===== config.mk =====
export PLATFORM = sky130hd
export DESIGN_NAME = scc_synth_regs
export DESIGN_NICKNAME = d
export VERILOG_FILES = /design/src/shared/scc_pkg.sv /design/src/hdl/scc_synth_regs.sv /design/src/hdl/scc_axil_port.sv
export VERILOG_INCLUDE_DIRS = /design/src /design/src/shared
export SDC_FILE = /design/constraint.sdc
export NUM_CORES = 1
export LEC_CHECK = 0
export ABC_CLOCK_PERIOD_IN_PS = 2700
export BUFFER_PORTS_ARGS = -buffer_cell sky130_fd_sc_hd__buf_2
export CORE_ASPECT_RATIO = 1.75
export CORE_MARGIN = 2
export CORE_UTILIZATION = 30
export CTS_BUF_LIST = sky130_fd_sc_hd__clkbuf_4 sky130_fd_sc_hd__clkbuf_8
export CTS_CLUSTER_SIZE = 25
export DETAILED_ROUTE_END_ITERATION = 6
export GPL_ROUTABILITY_DRIVEN = 0
export PLACE_DENSITY = 0.57
export SYNTH_ARGS = -nofsm -noshare
export SYNTH_HDL_FRONTEND = slang
export SYNTH_SLANG_ARGS = --single-unit

===== constraint.sdc =====
create_clock -name aclk -period 2.7 [get_ports aclk]
set_clock_uncertainty 0.2 [all_clocks]
set_input_delay 0.54 -clock aclk [delete_from_list [all_inputs] [get_ports aclk]]
set_output_delay 0.54 -clock aclk [all_outputs]
set_load 0.05 [all_outputs]

===== src/shared/scc_cfg.svh =====
// register indices, field positions and reset values of the synth clock block
`ifndef SCC_CFG_SVH
`define SCC_CFG_SVH

`define SCC_IDX_OVR    8'h70
`define SCC_IDX_OE     8'h7e
`define SCC_IDX_SRST   8'h7f
`define SCC_IDX_ENA    8'h81
`define SCC_IDX_SRC    8'h83
`define SCC_IDX_B_INT  8'h88
`define SCC_IDX_B_FH   8'h89
`define SCC_IDX_B_FM   8'h8a
`define SCC_IDX_B_FL   8'h8b
`define SCC_IDX_C_INT  8'h8c
`define SCC_IDX_C_FH   8'h8d
`define SCC_IDX_C_FM   8'h8e
`define SCC_IDX_C_FL   8'h8f
`define SCC_IDX_SEQ    8'h96
`define SCC_IDX_RST_LO 8'h72
`define SCC_IDX_RST_HI 8'h98

`define SCC_BIT_OVR    0
`define SCC_BIT_OE_B   3
`define SCC_BIT_OE_C   2
`define SCC_BIT_OE_E   0
`define SCC_BIT_OSC    7
`define SCC_BIT_EN_B   5
`define SCC_BIT_EN_C   4
`define SCC_BIT_REF    1
`define SCC_BIT_C_LOOP 0
`define SCC_BIT_FRAC   6
`define SCC_BIT_SEQ    1

`define SCC_RSV_OE     16'h0012
`define SCC_RSV_ENA    16'h0001
`define SCC_RSV_SRC    16'h0010
`define SCC_RSV_SEQ    16'h0001

`define SCC_RST_INT    5'h07
`define SCC_RST_B_FM   8'h71
`define SCC_RST_B_FL   8'hc7
`define SCC_RST_C_FH   8'h48
`define SCC_RST_C_FM   8'h22
`define SCC_RST_C_FL   8'h97

`endif


===== src/shared/scc_pkg.sv =====
// state types of the synth clock configuration block
package scc_pkg;

    typedef struct packed {
        logic        ovr;
        logic        oe_b;
        logic        oe_c;
        logic        oe_e;
        logic        osc;
        logic        en_b;
        logic        en_c;
        logic        ref_sel;
        logic        c_loop;
        logic        seq;
        logic        b_frac_en;
        logic [4:0]  b_n;
        logic [23:0] b_k;
        logic        c_frac_en;
        logic [4:0]  c_n;
        logic [23:0] c_k;
        logic [28:0] b_ratio;
        logic [28:0] c_ratio;
    } scc_regs_s;

    typedef struct packed {
        logic        aw_held;
        logic        w_held;
        logic [9:0]  awaddr;
        logic [31:0] wdata;
        logic [3:0]  wstrb;
        logic        bvalid;
        logic [1:0]  bresp;
        logic        rvalid;
        logic [31:0] rdata;
        logic [1:0]  rresp;
    } scc_axi_s;

endpackage


===== src/hdl/scc_synth_regs.sv =====
// synth clock configuration registers with axi4-lite access
//
// What this block does
// - three clock output enables, reset 1, drive pin when set, tri-state when clear
// - any write to soft reset restores all synth registers 72h-98h; data ignored
// - override 0 and strap low: oscillator enable reads 0, writes ignored
// - override 0 and strap high: oscillator enable defaults 1, writable
// - override 1: oscillator enable defaults 1 regardless of strap, writable
// - override 0: synth b enable held 0, writes ignored
// - override 1: synth b enable defaults 1, writable, 1 runs it
// - override 0: synth c enable held 0, writes ignored
// - override 1: synth c enable defaults 1, writable, 1 runs it
// - reference select 0 picks internal oscillator, 1 the external master clock
// - synth c source 0 follows reference select, 1 the frequency-locked loop
// - fractional enable per synth, default 1: 0 integer mode, 1 fractional
// - synth b integer multiplier, 5 bits 4:0, reset seven
// - synth c integer multiplier, 5 bits 4:0, reset seven
// - synth b fractional multiplier 24 bits from three byte registers
// - synth c fractional high and middle bytes reset 48h and 22h
// - synth c fractional low byte in next register, reset 97h
// - sequencer enable defaults 1; 0 disables, 1 enables
//
// The AXI4-Lite interface to the registers was left to the implementer.
`timescale 1ns/1ps
`default_nettype none
`include "scc_cfg.svh"
module scc_synth_regs
    import scc_pkg::*;
#(
    parameter logic [7:0] B_FRAC_HI_RST = 8'h00
)(
    // clock and reset
    input  wire logic        aclk,
    input  wire logic        aresetn,
    // axi4-lite slave
    input  wire logic [9:0]  awaddr,
    input  wire logic        awvalid,
    output logic             awready,
    input  wire logic [31:0] wdata,
    input  wire logic [3:0]  wstrb,
    input  wire logic        wvalid,
    output logic             wready,
    output logic [1:0]       bresp,
    output logic             bvalid,
    input  wire logic        bready,
    input  wire logic [9:0]  araddr,
    input  wire logic        arvalid,
    output logic             arready,
    output logic [31:0]      rdata,
    output logic [1:0]       rresp,
    output logic             rvalid,
    input  wire logic        rready,
    // strap
    input  wire logic        strap_pin,
    // clock output pin enables
    output logic             clk_out_b_drive_en,
    output logic             clk_out_c_drive_en,
    output logic             clk_out_e_drive_en,
    // synthesizer controls
    output logic             internal_osc_enable,
    output logic             synth_b_enable,
    output logic             synth_c_enable,
    output logic             synth_ref_select,
    output logic             synth_c_from_freq_loop,
    output logic             synth_sequencer_enable,
    output logic             synth_b_fractional_en,
    output logic             synth_c_fractional_en,
    output logic [4:0]       synth_b_int_mult,
    output logic [4:0]       synth_c_int_mult,
    output logic [23:0]      synth_b_frac_mult,
    output logic [23:0]      synth_c_frac_mult,
    output logic [28:0]      synth_b_ratio,
    output logic [28:0]      synth_c_ratio
);
    scc_regs_s q;
    scc_regs_s d;

    logic        wr_en;
    logic [9:0]  wr_addr;
    logic [31:0] wr_data;
    logic [3:0]  wr_strb;
    logic        rd_en;
    logic [9:0]  rd_addr;
    logic [31:0] rd_data;
    logic        osc_wr_ok;
    logic [7:0]  widx;
    logic [15:0] cur;
    logic [15:0] nv;

    function automatic logic [7:0] idx_of(input logic [9:0] a);
        return a[9:2];
    endfunction

    function automatic logic idx_ok(input logic [9:0] a);
        logic [7:0] i;
        i = idx_of(a);
        if (a[1:0] != 2'h0) begin
            return 1'b0;
        end
        unique case (i)
            `SCC_IDX_OVR, `SCC_IDX_OE, `SCC_IDX_SRST, `SCC_IDX_ENA, `SCC_IDX_SRC,
            `SCC_IDX_B_INT, `SCC_IDX_B_FH, `SCC_IDX_B_FM, `SCC_IDX_B_FL,
            `SCC_IDX_C_INT, `SCC_IDX_C_FH, `SCC_IDX_C_FM, `SCC_IDX_C_FL,
            `SCC_IDX_SEQ: return 1'b1;
            default: return 1'b0;
        endcase
    endfunction

    function automatic logic [28:0] ratio(input logic fr, input logic [4:0] n,
                                          input logic [23:0] k);
        return {n, fr ? k : 24'h0};
    endfunction

    // defaults of the synth range; the override bit lives outside it and is kept
    function automatic scc_regs_s dflt(input logic ovr);
        scc_regs_s r;
        r           = '0;
        r.ovr       = ovr;
        r.oe_b      = 1'b1;
        r.oe_c      = 1'b1;
        r.oe_e      = 1'b1;
        r.osc       = 1'b1;
        r.en_b      = 1'b1;
        r.en_c      = 1'b1;
        r.ref_sel   = 1'b0;
        r.c_loop    = 1'b0;
        r.seq       = 1'b1;
        r.b_frac_en = 1'b1;
        r.c_frac_en = 1'b1;
        r.b_n       = `SCC_RST_INT;
        r.c_n       = `SCC_RST_INT;
        r.b_k       = {B_FRAC_HI_RST, `SCC_RST_B_FM, `SCC_RST_B_FL};
        r.c_k       = {`SCC_RST_C_FH, `SCC_RST_C_FM, `SCC_RST_C_FL};
        r.b_ratio   = ratio(1'b1, r.b_n, r.b_k);
        r.c_ratio   = ratio(1'b1, r.c_n, r.c_k);
        return r;
    endfunction

    localparam scc_regs_s RST_STATE = dflt(1'b0);

    // register view; read-only bits show their forced level
    function automatic logic [15:0] view(input logic [7:0] i, input scc_regs_s s,
                                         input logic osc_on);
        logic [15:0] v;
        v = 16'h0;
        unique case (i)
            `SCC_IDX_OVR: v[`SCC_BIT_OVR] = s.ovr;
            `SCC_IDX_OE: begin
                v                = `SCC_RSV_OE;
                v[`SCC_BIT_OE_B] = s.oe_b;
                v[`SCC_BIT_OE_C] = s.oe_c;
                v[`SCC_BIT_OE_E] = s.oe_e;
            end
            `SCC_IDX_ENA: begin
                v                = `SCC_RSV_ENA;
                v[`SCC_BIT_OSC]  = s.osc & osc_on;
                v[`SCC_BIT_EN_B] = s.en_b & s.ovr;
                v[`SCC_BIT_EN_C] = s.en_c & s.ovr;
            end
            `SCC_IDX_SRC: begin
                v                 = `SCC_RSV_SRC;
                v[`SCC_BIT_REF]   = s.ref_sel;
                v[`SCC_BIT_C_LOOP] = s.c_loop;
            end
            `SCC_IDX_B_INT: v = {9'h0, s.b_frac_en, 1'b0, s.b_n};
            `SCC_IDX_B_FH:  v = {8'h0, s.b_k[23:16]};
            `SCC_IDX_B_FM:  v = {8'h0, s.b_k[15:8]};
            `SCC_IDX_B_FL:  v = {8'h0, s.b_k[7:0]};
            `SCC_IDX_C_INT: v = {9'h0, s.c_frac_en, 1'b0, s.c_n};
            `SCC_IDX_C_FH:  v = {8'h0, s.c_k[23:16]};
            `SCC_IDX_C_FM:  v = {8'h0, s.c_k[15:8]};
            `SCC_IDX_C_FL:  v = {8'h0, s.c_k[7:0]};
            `SCC_IDX_SEQ: begin
                v               = `SCC_RSV_SEQ;
                v[`SCC_BIT_SEQ] = s.seq;
            end
            default: v = 16'h0;
        endcase
        return v;
    endfunction

    scc_axil_port u_port (
        .aclk    (aclk),
        .aresetn (aresetn),
        .awaddr  (awaddr),
        .awvalid (awvalid),
        .awready (awready),
        .wdata   (wdata),
        .wstrb   (wstrb),
        .wvalid  (wvalid),
        .wready  (wready),
        .bresp   (bresp),
        .bvalid  (bvalid),
        .bready  (bready),
        .araddr  (araddr),
        .arvalid (arvalid),
        .arready (arready),
        .rdata   (rdata),
        .rresp   (rresp),
        .rvalid  (rvalid),
        .rready  (rready),
        .wr_en   (wr_en),
        .wr_addr (wr_addr),
        .wr_data (wr_data),
        .wr_strb (wr_strb),
        .wr_err  (!idx_ok(wr_addr)),
        .rd_en   (rd_en),
        .rd_addr (rd_addr),
        .rd_data (rd_data),
        .rd_err  (!idx_ok(rd_addr))
    );

    // strap is sampled live, so the oscillator lock follows the pin
    assign osc_wr_ok = q.ovr | strap_pin;
    assign rd_data   = {16'h0, view(idx_of(rd_addr), q, osc_wr_ok)};
    assign widx      = idx_of(wr_addr);
    assign cur       = view(widx, q, osc_wr_ok);
    assign nv        = (cur & ~{{8{wr_strb[1]}}, {8{wr_strb[0]}}})
                     | (wr_data[15:0] & {{8{wr_strb[1]}}, {8{wr_strb[0]}}});

    always_comb begin
        d = q;
        if (wr_en && idx_ok(wr_addr)) begin
            unique case (widx)
                `SCC_IDX_OVR: d.ovr = nv[`SCC_BIT_OVR];
                `SCC_IDX_SRST: d = dflt(q.ovr);
                `SCC_IDX_OE: begin
                    d.oe_b = nv[`SCC_BIT_OE_B];
                    d.oe_c = nv[`SCC_BIT_OE_C];
                    d.oe_e = nv[`SCC_BIT_OE_E];
                end
                `SCC_IDX_ENA: begin
                    if (osc_wr_ok) begin
                        d.osc = nv[`SCC_BIT_OSC];
                    end
                    if (q.ovr) begin
                        d.en_b = nv[`SCC_BIT_EN_B];
                        d.en_c = nv[`SCC_BIT_EN_C];
                    end
                end
                `SCC_IDX_SRC: begin
                    d.ref_sel = nv[`SCC_BIT_REF];
                    d.c_loop  = nv[`SCC_BIT_C_LOOP];
                end
                `SCC_IDX_B_INT: begin
                    d.b_frac_en = nv[`SCC_BIT_FRAC];
                    d.b_n       = nv[4:0];
                end
                `SCC_IDX_B_FH: d.b_k[23:16] = nv[7:0];
                `SCC_IDX_B_FM: d.b_k[15:8]  = nv[7:0];
                `SCC_IDX_B_FL: d.b_k[7:0]   = nv[7:0];
                `SCC_IDX_C_INT: begin
                    d.c_frac_en = nv[`SCC_BIT_FRAC];
                    d.c_n       = nv[4:0];
                end
                `SCC_IDX_C_FH: d.c_k[23:16] = nv[7:0];
                `SCC_IDX_C_FM: d.c_k[15:8]  = nv[7:0];
                `SCC_IDX_C_FL: d.c_k[7:0]   = nv[7:0];
                `SCC_IDX_SEQ: d.seq = nv[`SCC_BIT_SEQ];
                default: d = q;
            endcase
        end
        // ratio trails its fields by one cycle, kept in flops so the outputs stay clean
        d.b_ratio = ratio(q.b_frac_en, q.b_n, q.b_k);
        d.c_ratio = ratio(q.c_frac_en, q.c_n, q.c_k);
    end

    always_ff @(posedge aclk) begin
        if (!aresetn) begin
            q <= RST_STATE;
        end else begin
            q <= d;
        end
    end

    assign clk_out_b_drive_en     = q.oe_b;
    assign clk_out_c_drive_en     = q.oe_c;
    assign clk_out_e_drive_en     = q.oe_e;
    assign internal_osc_enable    = q.osc & osc_wr_ok;
    assign synth_b_enable         = q.en_b & q.ovr;
    assign synth_c_enable         = q.en_c & q.ovr;
    assign synth_ref_select       = q.ref_sel;
    assign synth_c_from_freq_loop = q.c_loop;
    // no interlock with the reference select; software keeps them consistent
    assign synth_sequencer_enable = q.seq;
    assign synth_b_fractional_en  = q.b_frac_en;
    assign synth_c_fractional_en  = q.c_frac_en;
    assign synth_b_int_mult       = q.b_n;
    assign synth_c_int_mult       = q.c_n;
    assign synth_b_frac_mult      = q.b_k;
    assign synth_c_frac_mult      = q.c_k;
    assign synth_b_ratio          = q.b_ratio;
    assign synth_c_ratio          = q.c_ratio;

    logic wr_ena_lo;
    assign wr_ena_lo = wr_en && wr_addr == {`SCC_IDX_ENA, 2'h0} && wr_strb[0];
endmodule
`default_nettype wire


===== src/hdl/scc_axil_port.sv =====
// axi4-lite slave handshake front end for the synth clock registers
`timescale 1ns/1ps
`default_nettype none
module scc_axil_port
    import scc_pkg::*;
(
    // clock and reset
    input  wire logic        aclk,
    input  wire logic        aresetn,
    // axi4-lite slave
    input  wire logic [9:0]  awaddr,
    input  wire logic        awvalid,
    output logic             awready,
    input  wire logic [31:0] wdata,
    input  wire logic [3:0]  wstrb,
    input  wire logic        wvalid,
    output logic             wready,
    output logic [1:0]       bresp,
    output logic             bvalid,
    input  wire logic        bready,
    input  wire logic [9:0]  araddr,
    input  wire logic        arvalid,
    output logic             arready,
    output logic [31:0]      rdata,
    output logic [1:0]       rresp,
    output logic             rvalid,
    input  wire logic        rready,
    // register file side
    output logic             wr_en,
    output logic [9:0]       wr_addr,
    output logic [31:0]      wr_data,
    output logic [3:0]       wr_strb,
    input  wire logic        wr_err,
    output logic             rd_en,
    output logic [9:0]       rd_addr,
    input  wire logic [31:0] rd_data,
    input  wire logic        rd_err
);
    scc_axi_s q;
    scc_axi_s d;

    assign awready = !q.aw_held && !q.bvalid;
    assign wready  = !q.w_held && !q.bvalid;
    assign arready = !q.rvalid;
    // write fires only once both halves are held, so address and data may come in any order
    assign wr_en   = q.aw_held && q.w_held && !q.bvalid;
    assign wr_addr = q.awaddr;
    assign wr_data = q.wdata;
    assign wr_strb = q.wstrb;
    assign rd_en   = arvalid && arready;
    assign rd_addr = araddr;
    assign bvalid  = q.bvalid;
    assign bresp   = q.bresp;
    assign rvalid  = q.rvalid;
    assign rdata   = q.rdata;
    assign rresp   = q.rresp;

    always_comb begin
        d = q;
        if (awvalid && awready) begin
            d.aw_held = 1'b1;
            d.awaddr  = awaddr;
        end
        if (wvalid && wready) begin
            d.w_held = 1'b1;
            d.wdata  = wdata;
            d.wstrb  = wstrb;
        end
        if (wr_en) begin
            d.aw_held = 1'b0;
            d.w_held  = 1'b0;
            d.bvalid  = 1'b1;
            d.bresp   = wr_err ? 2'h2 : 2'h0;
        end else if (q.bvalid && bready) begin
            d.bvalid = 1'b0;
        end
        if (rd_en) begin
            d.rvalid = 1'b1;
            d.rdata  = rd_err ? 32'h0 : rd_data;
            d.rresp  = rd_err ? 2'h2 : 2'h0;
        end else if (q.rvalid && rready) begin
            d.rvalid = 1'b0;
        end
    end

    always_ff @(posedge aclk) begin
        if (!aresetn) begin
            q <= '0;
        end else begin
            q <= d;
        end
    end
endmodule
`default_nettype wire


[After elaboration in Yosys (flattened, before gate mapping)]
Index checks and enable logic that the tools add are counted.
Operators by class
  eq/ne operators: 30
  multiplexer cells: 35
  bitwise gates (word level): 9
  reductions and logical operators: 51
Operator list (count)
  8-bit equality test (second input constant): 22
  7-bit one-hot mux with 12 select lines: 2
  8-bit one-hot mux with 2 select lines: 6
  8-bit by 7-bit equality test with 1-bit output (second input constant): 6
  2-bit nonzero test: 16
  2-bit AND reduction: 14
  14-bit OR reduction: 2
  1-bit one-hot mux with 12 select lines: 2
  6-bit one-hot mux with 2 select lines: 2
  23-bit 2-to-1 mux: 1
  8-bit bitwise AND: 2
  15-bit 2-to-1 mux: 1
  1-bit 2-to-1 mux: 13
  3-bit one-hot mux with 2 select lines: 2
  1-bit logical AND: 10
  8-bit 2-to-1 mux: 1
  8-bit NOT: 1
  8-bit bitwise OR: 1
  2-bit 2-to-1 mux: 3
  3-bit AND reduction: 2
  2-bit OR reduction: 3
  1-bit zero test: 4
  2-bit != test (second input constant): 2
  2-bit one-hot mux with 2 select lines: 1
  other kinds (4): 6
Storage, ports and cells
  bits in registers: 187

[Logic depth before layout (Yosys ltp)]
  depth in word-level cells: 7
  mapped depth: 8
  mapped depth without buffers: 5

[Modules after synthesis]
From an unflattened synthesis, not the netlist that was laid out.
Unflattened totals
  cell total of the unflattened synthesis: 1248
  area, all modules: 10795.4 um^2
Modules (own cells, without submodules)
  scc_synth_regs: times used 1, cells each 778, area each 6840.3 um^2, seq. area each 2562.5 um^2
  scc_axil_port: times used 1, cells each 470, area each 3955.0 um^2, seq. area each 1681.6 um^2

[Worst setup path after synthesis]
Ideal clock, no wire load.
  path kind: register to register
  start: register u_port.q (netlist bit u_port.bvalid)
  end: register u_port.q (netlist bit u_port.wr_data[0])
  setup time: 72 ps
  arrival: 1925 ps
  required time: 2428 ps
  path slack: 503 ps
  cell stages (with the launch flop): 6
  buffers on the path: 1
  clock period less this slack: 2197 ps
  cell sequence: dfxtp_1 > nor2_1 > and2_1 > clkbuf_1 > nand2_1 > a21oi_1
On the way
  cells in the longest elaborated chain, start to end: 3
RTL lines
  start, declared: line scc_axil_port.sv:39  | scc_axi_s q;
  start signal, assigned: line scc_axil_port.sv:88  | q <= '0;
  start signal, assigned: line scc_axil_port.sv:90  | q <= d;
  1-bit zero test: line scc_axil_port.sv:43  | assign wready = !q.w_held && !q.bvalid;
  1-bit logical AND: line scc_axil_port.sv:43
  net wready: line scc_synth_regs.sv:42  | output logic wready,
  1-bit logical AND: line scc_axil_port.sv:64  | if (wvalid && wready) begin
The timed path passes the listed nets, and every way through them passes these cells.
A chain may end at the register's enable or synchronous reset.

[Worst setup path after layout]
  start: register u_port.q (netlist bit u_port.wr_addr[2])
  end: register q (netlist bit synth_b_frac_mult[2])
On the way
  cells in the longest elaborated chain, start to end: 6
  elaborated cells on any way between the ends: 24
  classes of those cells: 14 x eq/ne; 4 x mux; 2 x bitwise; 4 x reduce/logical
RTL lines
  parallel branches: the longest is 6 deep, another holds 7-bit one-hot mux with 12 select lines
  end signal, assigned: line scc_synth_regs.sv:270  | q <= RST_STATE;
  end signal, assigned: line scc_synth_regs.sv:272  | q <= d;
  end, declared: line scc_synth_regs.sv:75  | scc_regs_s q;
Parallel ways; which one is timed is not known.

==> out/metrics.yaml <==
timing:
  finalSetupTns_ns: 0
  hold_violations: 0
  final.period_utilization_pct: 94.8
  finalCriticalPeriod_ns: 2.56
  grt_setup_unrepaired: "false"
  setup_viol: 0
  worst_pin_slew_ns: 0.787
  fmax_ghz: 0.391
  finalMaxSlewViolations: 0
  max_slew_margin_pct: 47.5
synth:
  synth_edf_count: 0
  ys_ff_latch: 161
  ys_async_sr_fraction_pct: 0
  netlist_area_sq_um: 8540
  ys_warn_count: 0
  synth_cell_types: 86
  netlist_instances: 960
  ys.flop_type: "dfxtp_1"
  avgSynthCellArea_sq_um: 8.89
  ys_seq_area_share_pct: 37.8
detailed_routing:
  final_antenna_net_count: 0
  vias: 7579
  dr.pass1.iters: 6
  wl_per_cell_um: 22.0
  drc: 0
  via_per_inst: 5.28
  wl_um: 31500
  drt_iter0_drc: 632
clocking:
  clock_latency_ns: 0.49
  clk_pin_slew_ns: 0.09
  cts_tree: "done"
  post_cts_buffers: 0
  htree_levels: 4
  cts_inserted_buffers: 17
  cts_sinks: 161
  clock-root-buffer: "clkbuf_8"
  cts_buffer_depth: 2
grt:
  grt_overflow: 0
  grt_pass1_wl_um: 46100
  grt_usage_pct: 20.9
  grt_pass1_vias: 7212
  grt_max_degree: 42
  antenna_found_initial: 1
min_path:
  hold_start: "awaddr[7]"
  hold_depth: 3
  hold_class: "in -> reg"
setup_path:
  cp_data_required_time_ns: 2.84
  crit_arrival_ns: 2.70
  cp-startpoint: "u_port.wr_addr[2]"
  startpoint_type: "flop"
  worstSetupPathType: "reg -> reg"
  worst_setup_path_end_kind: "flop"
  reg2reg_depth: 6
  regToRegStartpoint: "u_port.wr_addr[2]"
  crit_fanout: 37
placement:
  io_buffers: 178
  hpwl_um: 24100
final_layout:
  finish.utilization_pct: 34.6
  drive_gt1_share_pct: 31.2
  area_growth_pct: 13.3
  nNetsFinal: 1112
pwr:
  leakagePower_nw: 4.07
  powerDensity_nw_per_um2: 506
  ir_worst_vdd_uv: 301
floorplanning:
  die_area_sq_um: 29900
  ios: 232
  core_area_sq_um: 28000
  die_x_um: 132
  rows: 81
  die_y_um: 227
  start_util_pct: 30.5
outcome:
  status: "completed"
flow_run:
  max_cap_violations: 0
-- per-layer routing --
metal	wire length, um	vias up	track usage (%)
li1	-	3462	-
met1	11300	3567	22.2
met2	15800	431	35.9
met3	2050	119	4.45
met4	2420	0	16.5
met5	0	-	0
-- power by group --
group	internal [mW]	total, mW	leakage [nW]	switching (mW)
registers	2.40	2.44	1.30	0.0386
logic	0.182	0.597	2.55	0.415
clock network	0.912	1.85	0.212	0.942
total	3.49	4.89	4.07	1.40
-- repair_timing --
item                                    CTS  global route
gates resized for setup                   0             0
endpoints found under the setup margin    0             0
hold endpoints to repair                  1             0
hold buffers                              1             0
-- logic make-up (layout without fill, tap and decap cells) --
group | after synthesis | in the layout | synth area share [%]
AND/OR/NAND/NOR | 331 | 331 | 20.7
buffers and inverters | 218 | 294 | 16.7
AO/OA/AOI/OAI | 203 | 203 | 18.1
flip-flops | 161 | 161 | 37.8
multiplexers | 46 | 46 | 6.76
other | 1 | 27 | 0.0439
-- final cells by class --
type                            instances  area [sq um]
Fill cell                            2987         18300
Multi-Input combinational cell        606          3990
Sequential cell                       161          3220
Timing Repair Buffer                  251          1540
Tap cell                              373           467
Clock buffer                           22           284
Clock inverter                         10           126
Inverter                               11          41.3
Antenna cell                            1          2.50
-- cell usage after synthesis (all sizes together), types with 6 or more instances --
cell	number	area share, %
clkbuf	29	1.3
o211ai	6	0.69
dfxtp	161	38
nand2	98	4.3
nor3	7	0.47
o21ai	37	2.3
a311oi	6	0.91
a22oi	6	0.53
o2bb2ai	19	1.9
inv	11	0.48
a21oi	40	2.3
o31ai	9	0.91
and4b	7	0.82
mux2	13	1.7
nand4	9	0.73
o22ai	8	0.66
nand3	38	2.2
a32oi	11	1.1
mux4	8	2.1
a32o	6	0.70
nor2b	8	0.62
nand2b	14	1.0
buf	178	15
mux2i	25	2.9
and2	13	0.95
nor2	61	2.8
and3	40	2.9
a31oi	12	0.88
-- worst max-delay path, stage by stage (launching register included) --
cell	delay, ns
dfxtp_1	0.39
buf_12	0.23
mux2_1	0.39
a32oi_1	0.25
o41ai_2	0.12
o221ai_2	0.62
a31oi_1	0.18
-- state kept, by name, summed over array words and instances (netlist names), 2 cells and up --
| register | cells |
|---|---|
| u_port.wr_addr | 10 |
| u_port.rdata | 8 |
| synth_b_ratio | 29 |
| u_port.q | 2 |
| q | 4 |
| synth_c_ratio | 29 |
| synth_b_int_mult | 5 |
| synth_c_int_mult | 5 |
| synth_c_frac_mult | 24 |
| u_port.wr_data | 8 |
| synth_b_frac_mult | 24 |
-- worst paths after layout --
check / to / slack [ns]
max: synth_b_frac_mult[2] / 0.14
min: u_port.wr_addr[7] / 0.09
max reg2reg: synth_b_frac_mult[2] / 0.14
min reg2reg: u_port.rdata[7] / 0.26
-- metrics by stage --
stage	setup WS (ns)	instance area (sq um)	total power [mW]	std cells	hold slack, ns
floorplan	0.503	8630	2.90	985	0.226
global placement	0.259	9250	3.07	1401	0.247
detailed placement	0.194	9250	3.08	1401	0.248
CTS	0.171	9670	4.94	1434	0.0513
global route	0.0640	9670	5.07	1435	0.0661
finish	0.141	9670	4.89	1435	0.0852
-- cell usage in the layout, fill, tap and decap left out, drive strengths merged, types with 8 or more instances in the layout --
cell     count
mux4         8
conb        26
o2bb2ai     19
nand2b      14
a21oi       40
nand4        9
clkbuf      22
nor2        61
nand2       98
nor2b        8
a31oi       12
and3        40
o21ai       37
nand3       38
and2        13
o22ai        8
buf        250
o31ai        9
dfxtp      161
mux2i       25
a32oi       11
inv         13
mux2        13
No activity file was read; power rests on OpenSTA's default activity.
